==> src/pkg/fbc_pkg.sv <==
// ---------------------------------------------------------------
// coefficient bank constants for the channel b equalizer
// ---------------------------------------------------------------
package fbc_pkg;

    // ---------------------------------------------------------------
    // bus geometry
    // ---------------------------------------------------------------
    localparam int DATA_W = 32;
    localparam int STRB_W = DATA_W / 8;
    localparam int IDX_W = 14;
    localparam int ADDR_W = IDX_W + 2;
    localparam int TAP_SEL_W = 4;

    // ---------------------------------------------------------------
    // coefficient layout
    // ---------------------------------------------------------------
    localparam int TAP_COUNT = 9;
    localparam int SIDE_COUNT = TAP_COUNT - 1;
    localparam int CENTER_TAP = 4;
    localparam int SIDE_W = 12;
    localparam int CENTER_W = 18;
    localparam int SIDE_REG_W = 16;
    localparam int CENTER_REG_W = 24;
    localparam int REG_BYTES = CENTER_REG_W / 8;
    localparam int SIDE_MSB = SIDE_W - 1;
    localparam int CENTER_MSB = CENTER_W - 1;
    localparam logic [CENTER_REG_W-1:0] COEF_RESET = 24'h000000;

    // ---------------------------------------------------------------
    // register indices; byte address is four times the index
    // ---------------------------------------------------------------
    localparam logic [IDX_W-1:0] IDX_TAP1 = 14'h0448;
    localparam logic [IDX_W-1:0] IDX_TAP2 = 14'h044a;
    localparam logic [IDX_W-1:0] IDX_TAP3 = 14'h044c;
    localparam logic [IDX_W-1:0] IDX_TAP4 = 14'h044e;
    localparam logic [IDX_W-1:0] IDX_TAP5 = 14'h0450;
    localparam logic [IDX_W-1:0] IDX_TAP6 = 14'h0453;
    localparam logic [IDX_W-1:0] IDX_TAP7 = 14'h0455;
    localparam logic [IDX_W-1:0] IDX_TAP8 = 14'h0457;
    localparam logic [IDX_W-1:0] IDX_TAP9 = 14'h0459;
    localparam logic [TAP_COUNT-1:0][IDX_W-1:0] TAP_IDX = {
        IDX_TAP9, IDX_TAP8, IDX_TAP7, IDX_TAP6, IDX_TAP5,
        IDX_TAP4, IDX_TAP3, IDX_TAP2, IDX_TAP1};
    localparam logic [IDX_W-1:0] IDX_MODE_CTRL = 14'h0460;
    localparam logic [IDX_W-1:0] IDX_STATUS = 14'h0461;

    // ---------------------------------------------------------------
    // control and status fields
    // ---------------------------------------------------------------
    localparam int MODE_DUAL_BIT = 0;
    localparam int STATUS_DUAL_BIT = 16;
    localparam logic MODE_DUAL_RESET = 1'b0;

    // ---------------------------------------------------------------
    // axi responses
    // ---------------------------------------------------------------
    localparam logic [1:0] RESP_OKAY = 2'h0;
    localparam logic [1:0] RESP_SLVERR = 2'h2;

endpackage
==> src/pkg/fbc_coef_if.sv <==
`timescale 1ns/10ps
`default_nettype none
// coefficient write/read port between the bus slave and the tap store
interface fbc_coef_if;
    logic wr_en;
    logic [fbc_pkg::TAP_SEL_W-1:0] wr_tap;
    logic [fbc_pkg::CENTER_REG_W-1:0] wr_data;
    logic [fbc_pkg::REG_BYTES-1:0] wr_strb;
    logic [fbc_pkg::TAP_SEL_W-1:0] rd_tap;
    logic [fbc_pkg::CENTER_REG_W-1:0] rd_data;
    logic [fbc_pkg::SIDE_COUNT-1:0][fbc_pkg::SIDE_W-1:0] side_coef;
    logic [fbc_pkg::CENTER_W-1:0] center_coef;
    logic [fbc_pkg::TAP_COUNT-1:0] tap_nonzero;

    modport ctrl (
        output wr_en, wr_tap, wr_data, wr_strb, rd_tap,
        input rd_data, side_coef, center_coef, tap_nonzero
    );
    modport store (
        input wr_en, wr_tap, wr_data, wr_strb, rd_tap,
        output rd_data, side_coef, center_coef, tap_nonzero
    );
endinterface
`default_nettype wire

==> src/core/fbc_coef_bank.sv <==
`timescale 1ns/10ps
`default_nettype none

// What this block does
// - side taps hold a signed 12-bit coefficient in bits 11:0; bits 15:12 reserved, reset 0
// - centre tap holds a signed 18-bit coefficient in bits 17:0; bits 23:18 reserved
// - readback of every coefficient register returns its coefficient MSB as zero
// - register at 0x44E feeds tap four of channel b in dual mode
// - register at 0x450 feeds tap five, the centre tap, in dual mode
// - registers at 0x453 and 0x455 feed taps six and seven in dual mode
// - register at 0x457 feeds tap eight; every coefficient field resets to zero
// - taps one to three sit at 0x448, 0x44A and 0x44C as 12-bit signed
// - tap nine sits at 0x459 with the side-tap layout
module fbc_coef_bank (
    input wire logic aclk,
    input wire logic aresetn,
    input wire logic [fbc_pkg::ADDR_W-1:0] s_axi_awaddr,
    input wire logic [2:0] s_axi_awprot,
    input wire logic s_axi_awvalid,
    output logic s_axi_awready,
    input wire logic [fbc_pkg::DATA_W-1:0] s_axi_wdata,
    input wire logic [fbc_pkg::STRB_W-1:0] s_axi_wstrb,
    input wire logic s_axi_wvalid,
    output logic s_axi_wready,
    output logic [1:0] s_axi_bresp,
    output logic s_axi_bvalid,
    input wire logic s_axi_bready,
    input wire logic [fbc_pkg::ADDR_W-1:0] s_axi_araddr,
    input wire logic [2:0] s_axi_arprot,
    input wire logic s_axi_arvalid,
    output logic s_axi_arready,
    output logic [fbc_pkg::DATA_W-1:0] s_axi_rdata,
    output logic [1:0] s_axi_rresp,
    output logic s_axi_rvalid,
    input wire logic s_axi_rready,
    output logic [fbc_pkg::SIDE_COUNT-1:0][fbc_pkg::SIDE_W-1:0] chan_b_side_coef,
    output logic [fbc_pkg::CENTER_W-1:0] chan_b_center_coef,
    output logic chan_b_coef_active
);

    // ---------------------------------------------------------------
    // state of the bus slave
    // ---------------------------------------------------------------
    typedef struct packed {
        logic aw_held;
        logic [fbc_pkg::IDX_W-1:0] aw_idx;
        logic w_held;
        logic [fbc_pkg::DATA_W-1:0] w_data;
        logic [fbc_pkg::STRB_W-1:0] w_strb;
        logic bvalid;
        logic [1:0] bresp;
        logic rvalid;
        logic [fbc_pkg::DATA_W-1:0] rdata;
        logic [1:0] rresp;
        logic dual_en;
    } fbc_slave_state_t;

    fbc_slave_state_t st;
    fbc_slave_state_t next_st;

    fbc_coef_if cif ();

    logic aw_take;
    logic w_take;
    logic ar_take;
    logic wr_fire;
    logic [fbc_pkg::TAP_SEL_W:0] wr_look;
    logic [fbc_pkg::TAP_SEL_W:0] rd_look;
    logic [fbc_pkg::IDX_W-1:0] ar_idx;
    logic [fbc_pkg::DATA_W-1:0] rd_word;
    logic [1:0] rd_resp;
    logic [fbc_pkg::DATA_W-1:0] status_word;

    // ---------------------------------------------------------------
    // address decode helpers
    // ---------------------------------------------------------------

    // map a register index to {hit, tap number 0..8}
    function automatic logic [fbc_pkg::TAP_SEL_W:0] tap_lookup(
        input logic [fbc_pkg::IDX_W-1:0] idx
    );
        logic [fbc_pkg::TAP_SEL_W:0] res;
        res = '0;
        for (int t = 0; t < fbc_pkg::TAP_COUNT; t++) begin
            if (idx == fbc_pkg::TAP_IDX[t]) begin
                res = {1'b1, fbc_pkg::TAP_SEL_W'(t)};
            end
        end
        return res;
    endfunction

    // ---------------------------------------------------------------
    // tap register store
    // ---------------------------------------------------------------
    fbc_tap_store u_store (
        .aclk(aclk),
        .aresetn(aresetn),
        .cif(cif)
    );

    // ---------------------------------------------------------------
    // handshake terms
    // ---------------------------------------------------------------

    // one write in flight: a held half blocks its channel until bvalid drains
    assign s_axi_awready = !st.aw_held && !st.bvalid;
    assign s_axi_wready = !st.w_held && !st.bvalid;
    assign s_axi_arready = !st.rvalid;
    assign aw_take = s_axi_awvalid && s_axi_awready;
    assign w_take = s_axi_wvalid && s_axi_wready;
    assign ar_take = s_axi_arvalid && s_axi_arready;
    assign wr_fire = st.aw_held && st.w_held && !st.bvalid;

    // ---------------------------------------------------------------
    // decode of the pending write and the arriving read
    // ---------------------------------------------------------------
    assign ar_idx = s_axi_araddr[fbc_pkg::ADDR_W-1:2];
    assign wr_look = tap_lookup(st.aw_idx);
    assign rd_look = tap_lookup(ar_idx);

    // status shows the live coefficients, not software's last write
    always_comb begin
        status_word = '0;
        status_word[fbc_pkg::TAP_COUNT-1:0] = cif.tap_nonzero;
        status_word[fbc_pkg::STATUS_DUAL_BIT] = st.dual_en;
    end

    // read mux; unmapped indices answer slverr with zero data
    always_comb begin
        rd_word = '0;
        rd_resp = fbc_pkg::RESP_OKAY;
        if (rd_look[fbc_pkg::TAP_SEL_W]) begin
            rd_word[fbc_pkg::CENTER_REG_W-1:0] = cif.rd_data;
        end else if (ar_idx == fbc_pkg::IDX_MODE_CTRL) begin
            rd_word[fbc_pkg::MODE_DUAL_BIT] = st.dual_en;
        end else if (ar_idx == fbc_pkg::IDX_STATUS) begin
            rd_word = status_word;
        end else begin
            rd_resp = fbc_pkg::RESP_SLVERR;
        end
    end

    // ---------------------------------------------------------------
    // store port drive
    // ---------------------------------------------------------------
    always_comb begin
        cif.wr_en = wr_fire && wr_look[fbc_pkg::TAP_SEL_W];
        cif.wr_tap = wr_look[fbc_pkg::TAP_SEL_W-1:0];
        cif.wr_data = st.w_data[fbc_pkg::CENTER_REG_W-1:0];
        cif.wr_strb = st.w_strb[fbc_pkg::REG_BYTES-1:0];
        cif.rd_tap = rd_look[fbc_pkg::TAP_SEL_W-1:0];
    end

    // ---------------------------------------------------------------
    // next state of the slave
    // ---------------------------------------------------------------
    always_comb begin
        next_st = st;

        // capture each write half on its own; order between them is free
        if (aw_take) begin
            next_st.aw_held = 1'b1;
            next_st.aw_idx = s_axi_awaddr[fbc_pkg::ADDR_W-1:2];
        end
        if (w_take) begin
            next_st.w_held = 1'b1;
            next_st.w_data = s_axi_wdata;
            next_st.w_strb = s_axi_wstrb;
        end

        // both halves held: commit and raise the response together
        if (wr_fire) begin
            next_st.aw_held = 1'b0;
            next_st.w_held = 1'b0;
            next_st.bvalid = 1'b1;
            next_st.bresp = fbc_pkg::RESP_OKAY;
            if (wr_look[fbc_pkg::TAP_SEL_W]) begin
                next_st.bresp = fbc_pkg::RESP_OKAY;
            end else if (st.aw_idx == fbc_pkg::IDX_MODE_CTRL) begin
                if (st.w_strb[0]) begin
                    next_st.dual_en = st.w_data[fbc_pkg::MODE_DUAL_BIT];
                end
            end else if (st.aw_idx == fbc_pkg::IDX_STATUS) begin
                // read-only word; the write is dropped quietly
                next_st.bresp = fbc_pkg::RESP_OKAY;
            end else begin
                next_st.bresp = fbc_pkg::RESP_SLVERR;
            end
        end
        if (st.bvalid && s_axi_bready) begin
            next_st.bvalid = 1'b0;
        end

        // read answer registered one edge after the address is taken
        if (st.rvalid && s_axi_rready) begin
            next_st.rvalid = 1'b0;
        end
        if (ar_take) begin
            next_st.rvalid = 1'b1;
            next_st.rdata = rd_word;
            next_st.rresp = rd_resp;
        end
    end

    // ---------------------------------------------------------------
    // state register
    // ---------------------------------------------------------------
    always_ff @(posedge aclk) begin
        if (!aresetn) begin
            st <= '0;
            st.dual_en <= fbc_pkg::MODE_DUAL_RESET;
        end else begin
            st <= next_st;
        end
    end

    // ---------------------------------------------------------------
    // outputs
    // ---------------------------------------------------------------

    // response channels straight from flops
    assign s_axi_bvalid = st.bvalid;
    assign s_axi_bresp = st.bresp;
    assign s_axi_rvalid = st.rvalid;
    assign s_axi_rdata = st.rdata;
    assign s_axi_rresp = st.rresp;

    // coefficients always presented; active marks dual-channel use
    assign chan_b_side_coef = cif.side_coef;
    assign chan_b_center_coef = cif.center_coef;
    assign chan_b_coef_active = st.dual_en;

endmodule
`default_nettype wire

==> src/core/fbc_tap_store.sv <==
`timescale 1ns/10ps
`default_nettype none
// nine coefficient registers of the channel b equalizer
module fbc_tap_store (
    input wire logic aclk,
    input wire logic aresetn,
    fbc_coef_if.store cif
);

    typedef struct packed {
        logic [fbc_pkg::TAP_COUNT-1:0][fbc_pkg::CENTER_REG_W-1:0] tap;
    } fbc_store_state_t;

    fbc_store_state_t st;
    fbc_store_state_t next_st;
    logic [fbc_pkg::CENTER_REG_W-1:0] rd_word;

    // ---------------------------------------------------------------
    // byte-enabled write, width trimmed per tap
    // ---------------------------------------------------------------
    always_comb begin
        next_st = st;
        if (cif.wr_en) begin
            for (int b = 0; b < fbc_pkg::REG_BYTES; b++) begin
                if (cif.wr_strb[b]) begin
                    next_st.tap[cif.wr_tap][b*8 +: 8] = cif.wr_data[b*8 +: 8];
                end
            end
            // side taps own only 16 bits; upper byte never exists
            if (cif.wr_tap != fbc_pkg::TAP_SEL_W'(fbc_pkg::CENTER_TAP)) begin
                next_st.tap[cif.wr_tap][fbc_pkg::CENTER_REG_W-1:fbc_pkg::SIDE_REG_W] =
                    '0;
            end
        end
    end

    // every field, reserved bits too, clears on reset
    always_ff @(posedge aclk) begin
        if (!aresetn) begin
            st <= {fbc_pkg::TAP_COUNT{fbc_pkg::COEF_RESET}};
        end else begin
            st <= next_st;
        end
    end

    // ---------------------------------------------------------------
    // parallel coefficient fan-out to the filter datapath
    // ---------------------------------------------------------------
    for (genvar t = 0; t < fbc_pkg::TAP_COUNT; t++) begin : g_tap
        if (t == fbc_pkg::CENTER_TAP) begin : g_center
            assign cif.center_coef = st.tap[t][fbc_pkg::CENTER_W-1:0];
        end else if (t < fbc_pkg::CENTER_TAP) begin : g_lo
            assign cif.side_coef[t] = st.tap[t][fbc_pkg::SIDE_W-1:0];
        end else begin : g_hi
            assign cif.side_coef[t-1] = st.tap[t][fbc_pkg::SIDE_W-1:0];
        end
        assign cif.tap_nonzero[t] = |st.tap[t];
    end

    // ---------------------------------------------------------------
    // readback; the coefficient sign bit always reads as zero
    // ---------------------------------------------------------------
    always_comb begin
        rd_word = fbc_pkg::COEF_RESET;
        if (cif.rd_tap < fbc_pkg::TAP_SEL_W'(fbc_pkg::TAP_COUNT)) begin
            rd_word = st.tap[cif.rd_tap];
            if (cif.rd_tap == fbc_pkg::TAP_SEL_W'(fbc_pkg::CENTER_TAP)) begin
                rd_word[fbc_pkg::CENTER_MSB] = 1'b0;
            end else begin
                rd_word[fbc_pkg::SIDE_MSB] = 1'b0;
            end
        end
    end
    assign cif.rd_data = rd_word;

endmodule
`default_nettype wire

==> config.mk <==
export PLATFORM = sky130hd
export DESIGN_NAME = fbc_coef_bank
export DESIGN_NICKNAME = d
export VERILOG_FILES = /design/src/pkg/fbc_pkg.sv /design/src/pkg/fbc_coef_if.sv /design/src/core/fbc_coef_bank.sv /design/src/core/fbc_tap_store.sv
export SDC_FILE = /design/constraint.sdc
export NUM_CORES = 1
export LEC_CHECK = 0
export ABC_AREA = 1
export BUFFER_PORTS_ARGS = -buffer_cell sky130_fd_sc_hd__buf_2
export CAP_MARGIN = 10
export CORE_UTILIZATION = 50
export CTS_CLUSTER_DIAMETER = 120
export DETAILED_ROUTE_END_ITERATION = 10
export PLACE_DENSITY = 0.76
export RECOVER_POWER = 50
export SYNTH_ARGS = -nofsm -noshare
export SYNTH_HDL_FRONTEND = slang
export SYNTH_SLANG_ARGS = --single-unit
==> constraint.sdc <==
create_clock -name aclk -period 4.2 [get_ports aclk]
set_clock_uncertainty 0.15 [all_clocks]
set_input_delay 0.63 -clock aclk [delete_from_list [all_inputs] [get_ports aclk]]
set_output_delay 0.63 -clock aclk [all_outputs]
set_load 0.01 [all_outputs]
# ---- Word level (Yosys, flattened, before mapping)
# Index checks and enable logic that the tools add are counted.
dict set report classes {
  magnitude_cmp 4
  n_eq_ne 24
  n_mux 53
  bitwise 2
  reduce_logical 28
}
# op n
set op_table {}
lappend op_table {{two-way mux 216 bit} 7}
lappend op_table {{bitwise mux 216 bit} 4}
lappend op_table {{== test 14 x 11 -> 1 bit, second input constant} 22}
lappend op_table {{demux 24 bit (select 4 bit)} 3}
lappend op_table {{OR reduction 24 bit} 9}
lappend op_table {{binary-select mux 24 bit (select 4 bit)} 1}
lappend op_table {{two-way mux 24 bit} 4}
lappend op_table {{two-way mux 5 bit} 18}
lappend op_table {{two-way mux 35 bit} 1}
lappend op_table {{two-way mux 16 bit} 2}
lappend op_table {{two-way mux 17 bit} 1}
lappend op_table {{two-way mux 8 bit} 2}
lappend op_table {{two-way mux 2 bit} 6}
lappend op_table {{logical AND 1 bit} 11}
lappend op_table {{< comparator 4 x 5 -> 1 bit, second input constant} 2}
lappend op_table {{== test 4 x 3 -> 1 bit, second input constant} 1}
lappend op_table {{greater-or-equal comparator 4 x 1 -> 1 bit, second input constant} 1}
lappend op_table {{logical NOT 1 bit} 4}
lappend op_table {{< comparator 4 bit, second input constant} 1}
lappend op_table {{two-way mux 1 bit} 4}
lappend op_table {{!= test 4 x 3 -> 1 bit, second input constant} 1}
lappend op_table {{AND reduction 4 bit} 1}
lappend op_table {{OR reduction 2 bit} 2}
lappend op_table {{NOT 1 bit} 2}
lappend op_table {{nonzero test 2 bit} 1}
dict set report word_totals {
  register_bits 298
  out_inout_bits 156
  word_cells 131
}

# ---- Logic depth before layout (Yosys ltp)
# Gate-level depths: netlist of the first run.
dict set report logic_depth {
  ltp_word 25
  depth_mapped 15
  mapped_depth_nobuf 14
}

# ---- Hierarchy
# Synthesis of the first run repeated with hierarchy kept, for this count alone.
dict set report hier_totals {
  cells_unflattened 2171
  hier_area_um2 14596.5
}
# mod n_inst cells_per_inst area_per_inst_um2 seq_area_each_um2
set by_module_without_submodules {}
lappend by_module_without_submodules {fbc_tap_store 1 1646 11008.1 4324.1}
lappend by_module_without_submodules {fbc_coef_bank 1 525 3588.4 1441.4}

# ---- Worst setup path before layout of the first run
# No wires, ideal clock.
dict set report synth_path {
  path_type {input-to-reg}
  startpoint {input s_axi_araddr[11] (netlist bit)}
  endpoint {register st (netlist bit s_axi_rdata[13])}
  arrival_ns 1.988
  required_ns 3.918
  path_slack_ns 1.930
  cell_stages 12
  path_buffers 2
  cell_sequence {nor2_2 -> nand3_2 -> nor2_2 -> nand2_1 -> clkbuf_1 -> buf_2 -> nand4_1 -> nand3_1 -> nand3_1 -> nand3_1 -> nand2_1 -> a21oi_1}
}
dict set report synth_between {
  elab_chain_cells 13
  word_cells_on_any_way 25
  cone_classes {1 x order compare; 10 x eq/ne; 14 x mux}
}
# item line
set synth_rtl {}
lappend synth_rtl {{from (decl)} fbc_coef_bank.sv:28} ;# input wire logic [fbc_pkg::ADDR_W-1:0] s_axi_araddr,
lappend synth_rtl {{== test 14 x 11 -> 1 bit} fbc_coef_bank.sv:85} ;# if (idx == fbc_pkg::TAP_IDX[t]) begin
lappend synth_rtl {{two-way mux 5 bit (8 in series)} fbc_coef_bank.sv:85}
lappend synth_rtl {{binary-select mux 24 bit (select 4 bit)} fbc_tap_store.sv:66} ;# rd_word = st.tap[cif.rd_tap];
lappend synth_rtl {{two-way mux 24 bit (not written as such)} fbc_tap_store.sv:66}
lappend synth_rtl {{two-way mux 24 bit} fbc_tap_store.sv:65} ;# if (cif.rd_tap < fbc_pkg::TAP_SEL_W'(fbc_pkg::TAP_COUNT)) begin
lappend synth_rtl {{two-way mux 24 bit (*)} fbc_coef_bank.sv:132} ;# if (rd_look[fbc_pkg::TAP_SEL_W]) begin
lappend synth_rtl {{to (signal assigned)} fbc_coef_bank.sv:213} ;# st <= next_st;
lappend synth_rtl {{to (decl)} fbc_coef_bank.sv:58} ;# fbc_slave_state_t st;
# Every way passes the cells marked *; elsewhere a longest branch is shown, timed or not. The select of a mux whose other input is x is not followed.
# A chain may end at the register's enable or synchronous reset.

==> flow_summary.yaml, run 1 <==
grt:
  grt_max_degree: 89
  grt_pass1_vias: 12610
  antenna_found_initial: 0
  grt.total_usage: 0.289
  grt_pass1_wl_um: 69500
  overflow: 0
synth:
  yosys.area_share.simple: 0.338
  syn_avg_cell_area_sq_um: 6.96
  synthXorXnorAreaFrac: 0
  synth.distinct_cells: 40
  synthArstFlopShare: 0
  yosysTopAreaCell: "dfxtp_1"
  synth.cell_area_sq_um: 14800
  synth_common_cells: "nand2_1, dfxtp_1, nor2_1"
  ys.flop_type: "dfxtp_1"
  synth_compound_area_frac: 0.0964
  synth_top_family_by_area: "simple AND/OR/NAND/NOR gates"
  netlist_instances: 2119
  synth-edff-count: 0
  synth_area_leaders: "dfxtp_1, nand2_1, buf_4"
  seq_area_frac_synth: 0.391
  synth-seq-cells: 288
  synth_adder_area_share: 0
  netlist.area_leader.share: 0.391
  synthMuxAreaShare: 0
  synth.most_common_cell: "nand2_1"
  yosysWarnings: 0
clocking:
  cts.root.buffer_cell: "clkbuf_16"
  clk_pin_slew_ns: 0.07
  numCtsBuffers: 29
  cts_setup_buffers: 0
  cts.sinks: 288
  postCtsResizedCells: 0
  clk_latency_ns: 0.55
  cts_tree: "yes"
  postCtsHoldBufs: 0
  clk_path_buf_depth: 3
  cts.htree.levels: 1
setup_path:
  cp_num_buf_inv: 2
  crit_arrival_ns: 3.54
  cp_max_fo: 16
  crit_type: "reg -> reg"
  start_kind: "flip-flop"
  endpoint_kind: "flip-flop"
  critPathRequiredTime_ns: 4.53
  cp_slowest_cell: "nor2_1"
  path_cells: "inv_1 -> nor3_1 -> nand2_1 -> inv_1 -> nand2_2 -> nor2_1 -> o21ai_0 -> a21oi_1"
  cp_common_cell: "inv_1"
  critPathMaxStageDelay_ns: 0.86
  critPathTopFamily: "simple AND/OR/NAND/NOR gates"
die:
  io_pins: 237
  core_area_sq_um: 28900
  row_count: 62
  die_w_um: 174
  dieArea_sq_um: 30200
  start_util: 0.511
  die_h_um: 174
drt:
  drt-initial-drc-count: 1909
  vias: 14070
  dr.pass1.iters: 6
  antenna_left: 0
  wl_um: 45100
  drc: 0
  wl_per_cell_um: 17.8
  via_per_inst: 5.56
timing:
  rsz0062_at_grt: "no"
  hold_viol: 0
  drv_slew: 0
  setup_violations: 0
  timing.slew.headroom: 0.237
  fin_crit_sh: 0.764
  fmax_mhz: 312
  tns_ns: 0
  whs_ns: 0.114
  tightest_slew_ns: 1.14
  fin_crit_ns: 3.21
pwr:
  power_density_nw_per_um2: 371
  p_leak_uw: 0.00664
  power_uw: 5770
  ir_drop_uv: 261
placement:
  port_buffers: 207
  hpwlAfterDp_um: 32200
  place_congestion: 0.955
layout:
  area_delta_synth_final_pct: 5.42
  num_antenna_cells: 0
  drive_above_1_share: 0.0881
  final_nets: 2207
  utilization: 0.539
job:
  maxCapViolCount: 0
outcome:
  status: "finished clean"
hold_path:
  hold_path.class: "in -> reg"
==> kinds of logic after synthesis <==
logic type | after synthesis
buffers and inverters | 497
DFF | 288
other | 1
AOI/OAI and AO/OA | 270
and+or+nand+nor | 1063
==> worst paths after layout <==
kind	slack (ns)	depth (start not counted)	end	from
hold reg to reg	0.30	2	u_store.st[143]$_SDFFE_PN0P_	u_store.st[143]$_SDFFE_PN0P_
setup / recovery	0.99	8	flip-flop	st[75]$_SDFFE_PP0P_
setup reg to reg	0.99	8	flip-flop	st[75]$_SDFFE_PP0P_
hold / removal	0.11	2	s_axi_bvalid$_SDFFE_PP0P_	s_axi_bready
==> power breakdown <==
group / internal [uW] / switching, uW / leakage [uW]
sequential: 2780 / 76.8 / 0.00233
clock: 1530 / 1110 / 0.000466
combinational: 75.4 / 199 / 0.00385
total: 4380 / 1390 / 0.00664
==> cell type report <==
type / count / area [sq um]
Fill cell: 2886 / 13300
Sequential cell: 288 / 5770
Tap cell: 384 / 480
Clock inverter: 8 / 103
Inverter: 238 / 893
Multi-Input combinational cell: 1343 / 6420
Timing Repair Buffer: 226 / 1030
Clock buffer: 42 / 855
==> layer usage <==
metal  track usage  vias up  wire length, um
met1         0.396     6448            19000
met5             0        -                0
met3        0.0443      107             4540
li1              -     6756                -
met2         0.452      759            19600
met4         0.123        0             2030
==> per-stage QoR <==
stage          worst slack (ns)  area (sq um)  instances
3_3_place_gp              0.914         14800       2479
5_1_grt                   0.613         15500       2529
3_5_place_dp              0.887         14800       2479
2_1_floorplan              1.93         14800       2128
6_report                  0.993         15500       2529
4_1_cts                    1.44         15800       2529
==> layout by cell type (no fill, tap or decap), types with 11 or more instances in the layout <==
| cell type | netlist | final |
|---|---|---|
| o21ai_1 | 15 | 15 |
| nand2_1 | 396 | 397 |
| clkbuf_16 | 0 | 29 |
| a211oi_1 | 11 | 11 |
| nor4_1 | 39 | 39 |
| nand3_1 | 181 | 181 |
| inv_2 | 17 | 16 |
| a21oi_1 | 137 | 137 |
| nand4_1 | 116 | 116 |
| nor2_1 | 264 | 265 |
| buf_4 | 153 | 16 |
| inv_1 | 221 | 222 |
| buf_2 | 38 | 60 |
| dfxtp_1 | 288 | 288 |
| clkbuf_1 | 51 | 152 |
| o21ai_0 | 94 | 95 |
Note: power is estimated with default switching activity, not from simulation.
==> run 2: changes to the inputs <==
--- a/config.mk
+++ b/config.mk
@@ -5,7 +5,7 @@
 export SDC_FILE = /design/constraint.sdc
 export NUM_CORES = 1
 export LEC_CHECK = 0
-export ABC_AREA = 1
+export ABC_AREA = 0
 export BUFFER_PORTS_ARGS = -buffer_cell sky130_fd_sc_hd__buf_2
 export CAP_MARGIN = 10
 export CORE_UTILIZATION = 50
==> constraint.sdc (replaced) <==
create_clock -name aclk -period 3.23 [get_ports aclk]
set_clock_uncertainty 0.15 [all_clocks]
set_input_delay 0.4845 -clock aclk [delete_from_list [all_inputs] [get_ports aclk]]
set_output_delay 0.4845 -clock aclk [all_outputs]
set_load 0.01 [all_outputs]
==> flow_summary.yaml, run 2 <==
synth:
  syn_avg_cell_area_sq_um: 8.63
  synthArstFlopShare: 0
  netlist_instances: 1615
  synth_area_leaders: "dfxtp_1, mux2i_1, buf_4"
  seq_area_frac_synth: 0.414
  ys.flop_type: "dfxtp_1"
  netlist.area_leader.share: 0.414
  synth-edff-count: 0
  synth.cell_area_sq_um: 13900
  synth_common_cells: "dfxtp_1, nand2_1, buf_4"
  yosysTopAreaCell: "dfxtp_1"
  synth.most_common_cell: "dfxtp_1"
  synth.distinct_cells: 74
  synth-seq-cells: 288
  yosysWarnings: 0
placement:
  place_congestion: 0.947
  port_buffers: 207
  hpwlAfterDp_um: 35300
setup_path:
  crit_arrival_ns: 3.33
  cp_num_buf_inv: 1
  crit_type: "in -> reg"
  cp_common_cell: "a2111oi_0"
  cp_max_fo: 13
  critPathTopFamily: "simple AND/OR/NAND/NOR gates"
  critPathRequiredTime_ns: 3.52
  endpoint_kind: "flip-flop"
  cp_slowest_cell: "nand2_1"
  path_cells: "clkbuf_1 -> or4b_4 -> a2111oi_0 -> nand2_1 -> a211oi_1 -> a2111oi_0 -> or3_1"
  critPathMaxStageDelay_ns: 0.61
  start_kind: "input port"
clocking:
  cts_setup_buffers: 0
  postCtsResizedCells: 0
  clk_latency_ns: 0.55
  cts.sinks: 288
  clk_pin_slew_ns: 0.06
  cts.root.buffer_cell: "clkbuf_16"
  postCtsHoldBufs: 0
  clk_path_buf_depth: 3
  cts_tree: "yes"
  numCtsBuffers: 30
  cts.htree.levels: 1
timing:
  drv_slew: 0
  rsz0062_at_grt: "no"
  fin_crit_sh: 0.941
  fin_crit_ns: 3.04
  whs_ns: 0.0136
  timing.slew.headroom: 0.0748
  tns_ns: 0
  fmax_mhz: 329
  hold_viol: 0
  setup_violations: 0
  tightest_slew_ns: 1.39
layout:
  drive_above_1_share: 0.110
  area_delta_synth_final_pct: 8.72
  final_nets: 1755
  final_common_cell: "dfxtp_1"
  layout_common_cells: "dfxtp_1, nand2_1, clkbuf_1, mux2i_1, a21oi_1"
pwr:
  switching_share: 0.233
  p_int_uw: 5760
  netSwitchingPower_uw: 1750
  seqPwrFrac: 0.493
  clkPwrFrac: 0.458
  p_leak_uw: 0.00572
  power_density_nw_per_um2: 496
  ir_drop_uv: 382
  pwr-share-comb: 0.049
die:
  core_area_sq_um: 27200
  die_w_um: 169
  io_pins: 237
  start_util: 0.513
  row_count: 60
  die_h_um: 169
  dieArea_sq_um: 28500
hold_path:
  hold_path.class: "in -> reg"
grt:
  grt_max_degree: 64
  grt.total_usage: 0.322
  grt_pass1_vias: 11173
  overflow: 0
  grt_pass1_wl_um: 69600
  antenna_found_initial: 0
drt:
  vias: 12284
  wl_per_cell_um: 22.9
  via_per_inst: 5.94
  drt-initial-drc-count: 1521
  dr.pass1.iters: 7
  wl_um: 47200
  antenna_left: 0
  drc: 0
job:
  maxCapViolCount: 0
outcome:
  status: "finished clean"
## run 2: routing by layer
| metal | part of all wire | GRT usage | vias up | wire [um] |
|---|---|---|---|---|
| met4 | 0.047 | 0.132 | 0 | 2200 |
| met3 | 0.091 | 0.0482 | 131 | 4300 |
| li1 | - | - | 5597 | - |
| met5 | 0 | 0 | - | 0 |
| met1 | 0.42 | 0.446 | 5840 | 20100 |
| met2 | 0.44 | 0.502 | 716 | 20700 |
## run 2: final cells by class
cell class,instances,area (sq um)
repair buffers,257,1250
multi-input cells,1087,6650
well taps,372,465
diodes,1,2.50
fillers,2588,12000
clock buffers,43,881
inverters,10,40.0
flip-flops and latches,288,5770
clock inverters,9,97.6
## run 2: final timing paths
kind | startpoint | to | slack (ns) | cells after the start
setup / recovery | s_axi_araddr[11] | s_axi_rdata[23]$_SDFFE_PN0P_ | 0.19 | 7
hold / removal | s_axi_wdata[17] | cif.wr_data[17]$_SDFFE_PN0P_ | 0.01 | 3
setup reg to reg | st[89]$_SDFFE_PN0P_ | u_store.st[47]$_SDFFE_PN0P_ | 0.25 | 5
hold reg to reg | st[82]$_SDFFE_PN0P_ | st[82]$_SDFFE_PN0P_ | 0.30 | 2
## run 2: worst min-delay path, stage by stage
cell	delay, ns
buf_2	0.09
nand2_1	0.04
a21oi_1	0.05
## run 2: per-stage QoR
stage / area [sq um] / util / setup slack, ns / total power, uW / instances
global route: 15100 / 0.557 / 0.0933 / 7700 / 2066
CTS: 15400 / 0.566 / 0.275 / 7520 / 2066
floorplan: 14000 / - / 0.510 / 3980 / 1624
finish: 15100 / 0.557 / 0.192 / 7510 / 2067
global placement: 14400 / 0.530 / 0.322 / 4130 / 2014
detailed placement: 14400 / 0.530 / 0.293 / 4140 / 2014
## run 2: kinds of logic after synthesis
family	Yosys count	share of synthesized area
AND/OR/NAND/NOR	651	0.237
flip-flops	288	0.414
AO/OA/AOI/OAI	277	0.132
buffers and inverters	249	0.109
multiplexers	146	0.106
XOR/XNOR	3	0.00189
other	1	0.000269
## run 2: power by group through the flow
stage | registers, uW | logic (uW) | clock network, uW
global route | 3700 | 402 | 3600
detailed placement | 3770 | 370 | 0
CTS | 3700 | 371 | 3460
floorplan | 3690 | 292 | 0
global placement | 3770 | 363 | 0
finish | 3700 | 370 | 3440
==> run 3: changes to the inputs <==
--- a/config.mk
+++ b/config.mk
@@ -6,12 +6,12 @@
 export NUM_CORES = 1
 export LEC_CHECK = 0
 export ABC_AREA = 0
-export BUFFER_PORTS_ARGS = -buffer_cell sky130_fd_sc_hd__buf_2
 export CAP_MARGIN = 10
-export CORE_UTILIZATION = 50
+export CORE_UTILIZATION = 32
 export CTS_CLUSTER_DIAMETER = 120
 export DETAILED_ROUTE_END_ITERATION = 10
-export PLACE_DENSITY = 0.76
+export DONT_BUFFER_PORTS = 1
+export PLACE_DENSITY = 0.5
 export RECOVER_POWER = 50
 export SYNTH_ARGS = -nofsm -noshare
 export SYNTH_HDL_FRONTEND = slang
==> flow_summary.yaml, run 3 (synthesis results as in run 2) <==
timing:
  fmax_mhz: 333
  timing.slew.headroom: 0.000390
  fin_crit_sh: 0.929
  setup_violations: 0
  hold_viol: 0
  tightest_slew_ns: 1.50
  fin_crit_ns: 3.00
  rsz0062_at_grt: "no"
  tns_ns: 0
  drv_slew: 0
pwr:
  p_int_uw: 6340
  p_leak_uw: 0.00566
  pwr-share-comb: 0.042
  power_density_nw_per_um2: 540
  seqPwrFrac: 0.449
  clkPwrFrac: 0.510
  ir_drop_uv: 313
  switching_share: 0.233
  netSwitchingPower_uw: 1930
clocking:
  clk_path_buf_depth: 3
  postCtsHoldBufs: 44
  cts_tree: "yes"
  numCtsBuffers: 34
  cts_setup_buffers: 0
  cts.root.buffer_cell: "clkbuf_16"
  clk_latency_ns: 0.54
  cts.sinks: 288
  clk_pin_slew_ns: 0.06
  cts.htree.levels: 2
  postCtsResizedCells: 0
hold_path:
  hold_path.class: "in -> reg"
  hold_depth: 3
  hold_path_end: "s_axi_rdata[11]$_SDFFE_PN0P_"
  min_from: "s_axi_araddr[2]"
die:
  row_count: 76
  io_pins: 237
  die_h_um: 211
  start_util: 0.324
  dieArea_sq_um: 44400
  core_area_sq_um: 43000
  die_w_um: 211
drt:
  vias: 11571
  antenna_left: 0
  wl_um: 53800
  via_per_inst: 5.42
  drc: 0
  drt-initial-drc-count: 978
  dr.pass1.iters: 5
  wl_per_cell_um: 25.2
placement:
  hpwlAfterDp_um: 40000
  place_congestion: 1.00
  port_buffers: 0
setup_path:
  crit_type: "in -> reg"
  cp_num_buf_inv: 1
  cp_max_fo: 9
  rr_startpoint: "st[89]$_SDFFE_PN0P_"
  r2r_slack_ns: 0.29
  crit_arrival_ns: 3.33
  reg2reg_depth: 6
  cp_slowest_cell: "a2111oi_1"
  critPathMaxStageDelay_ns: 0.82
  endpoint_kind: "flip-flop"
  start_kind: "input port"
  critPathTopFamily: "compound AO/OA/AOI/OAI gates"
  critPathRequiredTime_ns: 3.56
  path_cells: "or4b_4 -> a2111oi_1 -> clkbuf_2 -> and3_1 -> a211oi_1 -> a2111oi_0 -> or3_1"
grt:
  antenna_found_initial: 0
  grt.total_usage: 0.240
  busiest_layer: "met2"
  grt_pass1_wl_um: 77500
  use_met3: 0.0678
  met2_usage: 0.376
  grt_pass1_vias: 10774
  met1_usage: 0.314
  grt_max_degree: 66
  overflow: 0
layout:
  num_antenna_cells: 0
  layout_common_cells: "dfxtp_1, nand2_1, mux2i_1, a21oi_1, nor2_1"
  nFillCells: 4562
  area_delta_synth_final_pct: 10.0
  final_common_cell: "dfxtp_1"
  drive_above_1_share: 0.0961
  final_nets: 1605
  utilization: 0.357
outcome:
  status: "finished with violations"
  violations: "max-capacitance violations"
job:
  maxCapViolCount: 2
[run 3: changes by cell type in the layout (fill, tap and decap cells not counted), moves of 2 or more]
cell / before / now
clkbuf_1: 157 / 9
buf_4: 42 / 50
bufinv_16: 2 / 4
clkinv_2: 6 / 4
clkbuf_16: 31 / 37
dlygate4sd3_1: 0 / 43
buf_2: 59 / 0
clkbuf_8: 6 / 9
clkinv_4: 0 / 2
buf_12: 3 / 1
[run 3: layout make-up]
cell class / instances / area (sq um) / area share
repair buffers: 103 / 890 / 0.0580
multi-input cells: 1087 / 6660 / 0.435
clock inverters: 12 / 174 / 0.0113
well taps: 585 / 732 / 0.0478
clock buffers: 50 / 1060 / 0.0695
flip-flops and latches: 288 / 5770 / 0.376
inverters: 10 / 38.8 / 0.00253
[run 3: power by group through the flow]
| stage | sequential (uW) | clock [uW] | combinational, uW |
|---|---|---|---|
| after floorplan | 3690 | 0 | 292 |
| after global placement | 3790 | 0 | 286 |
| after detailed placement | 3790 | 0 | 289 |
| after CTS | 3710 | 4290 | 347 |
| after global routing | 3710 | 4440 | 382 |
| final | 3710 | 4220 | 345 |
[run 3: worst min-delay path, stage by stage]
cell	delay [ns]
or2_2	0.09
a2111o_1	0.10
a21oi_1	0.06
[run 3: metrics by stage]
step | hold slack, ns | worst slack [ns] | power (uW) | area (sq um) | std cells
2_1_floorplan | 0.281 | 0.510 | 3980 | 14000 | 1624
3_3_place_gp | 0.291 | 0.297 | 4070 | 13700 | 2029
3_5_place_dp | 0.294 | 0.279 | 4080 | 13700 | 2029
4_1_cts | 0.0821 | 0.389 | 8350 | 15400 | 2135
5_1_grt | 0.145 | 0.175 | 8540 | 15300 | 2135
6_report | 0.0999 | 0.228 | 8270 | 15300 | 2135
[run 3: worst max-delay path by stage]
| stage | start | endpoint | depth (start not counted) |
|---|---|---|---|
| floorplan | s_axi_araddr[5] | s_axi_rdata[10]$_SDFFE_PN0P_ | 8 |
| global placement | s_axi_araddr[11] | s_axi_rdata[23]$_SDFFE_PN0P_ | 7 |
| detailed placement | s_axi_araddr[11] | s_axi_rdata[23]$_SDFFE_PN0P_ | 7 |
| CTS | st[89]$_SDFFE_PN0P_ | flip-flop | 6 |
| global route | s_axi_araddr[11] | s_axi_rdata[23]$_SDFFE_PN0P_ | 7 |
| finish | s_axi_araddr[11] | s_axi_rdata[23]$_SDFFE_PN0P_ | 7 |
[run 3: metal layers]
metal | up-vias | share of wire | routed length, um
met4 | 0 | 0.034 | 1830
met2 | 459 | 0.45 | 24200
li1 | 5317 | - | -
met3 | 81 | 0.093 | 4990
met5 | - | 0 | 0
met1 | 5714 | 0.42 | 22800
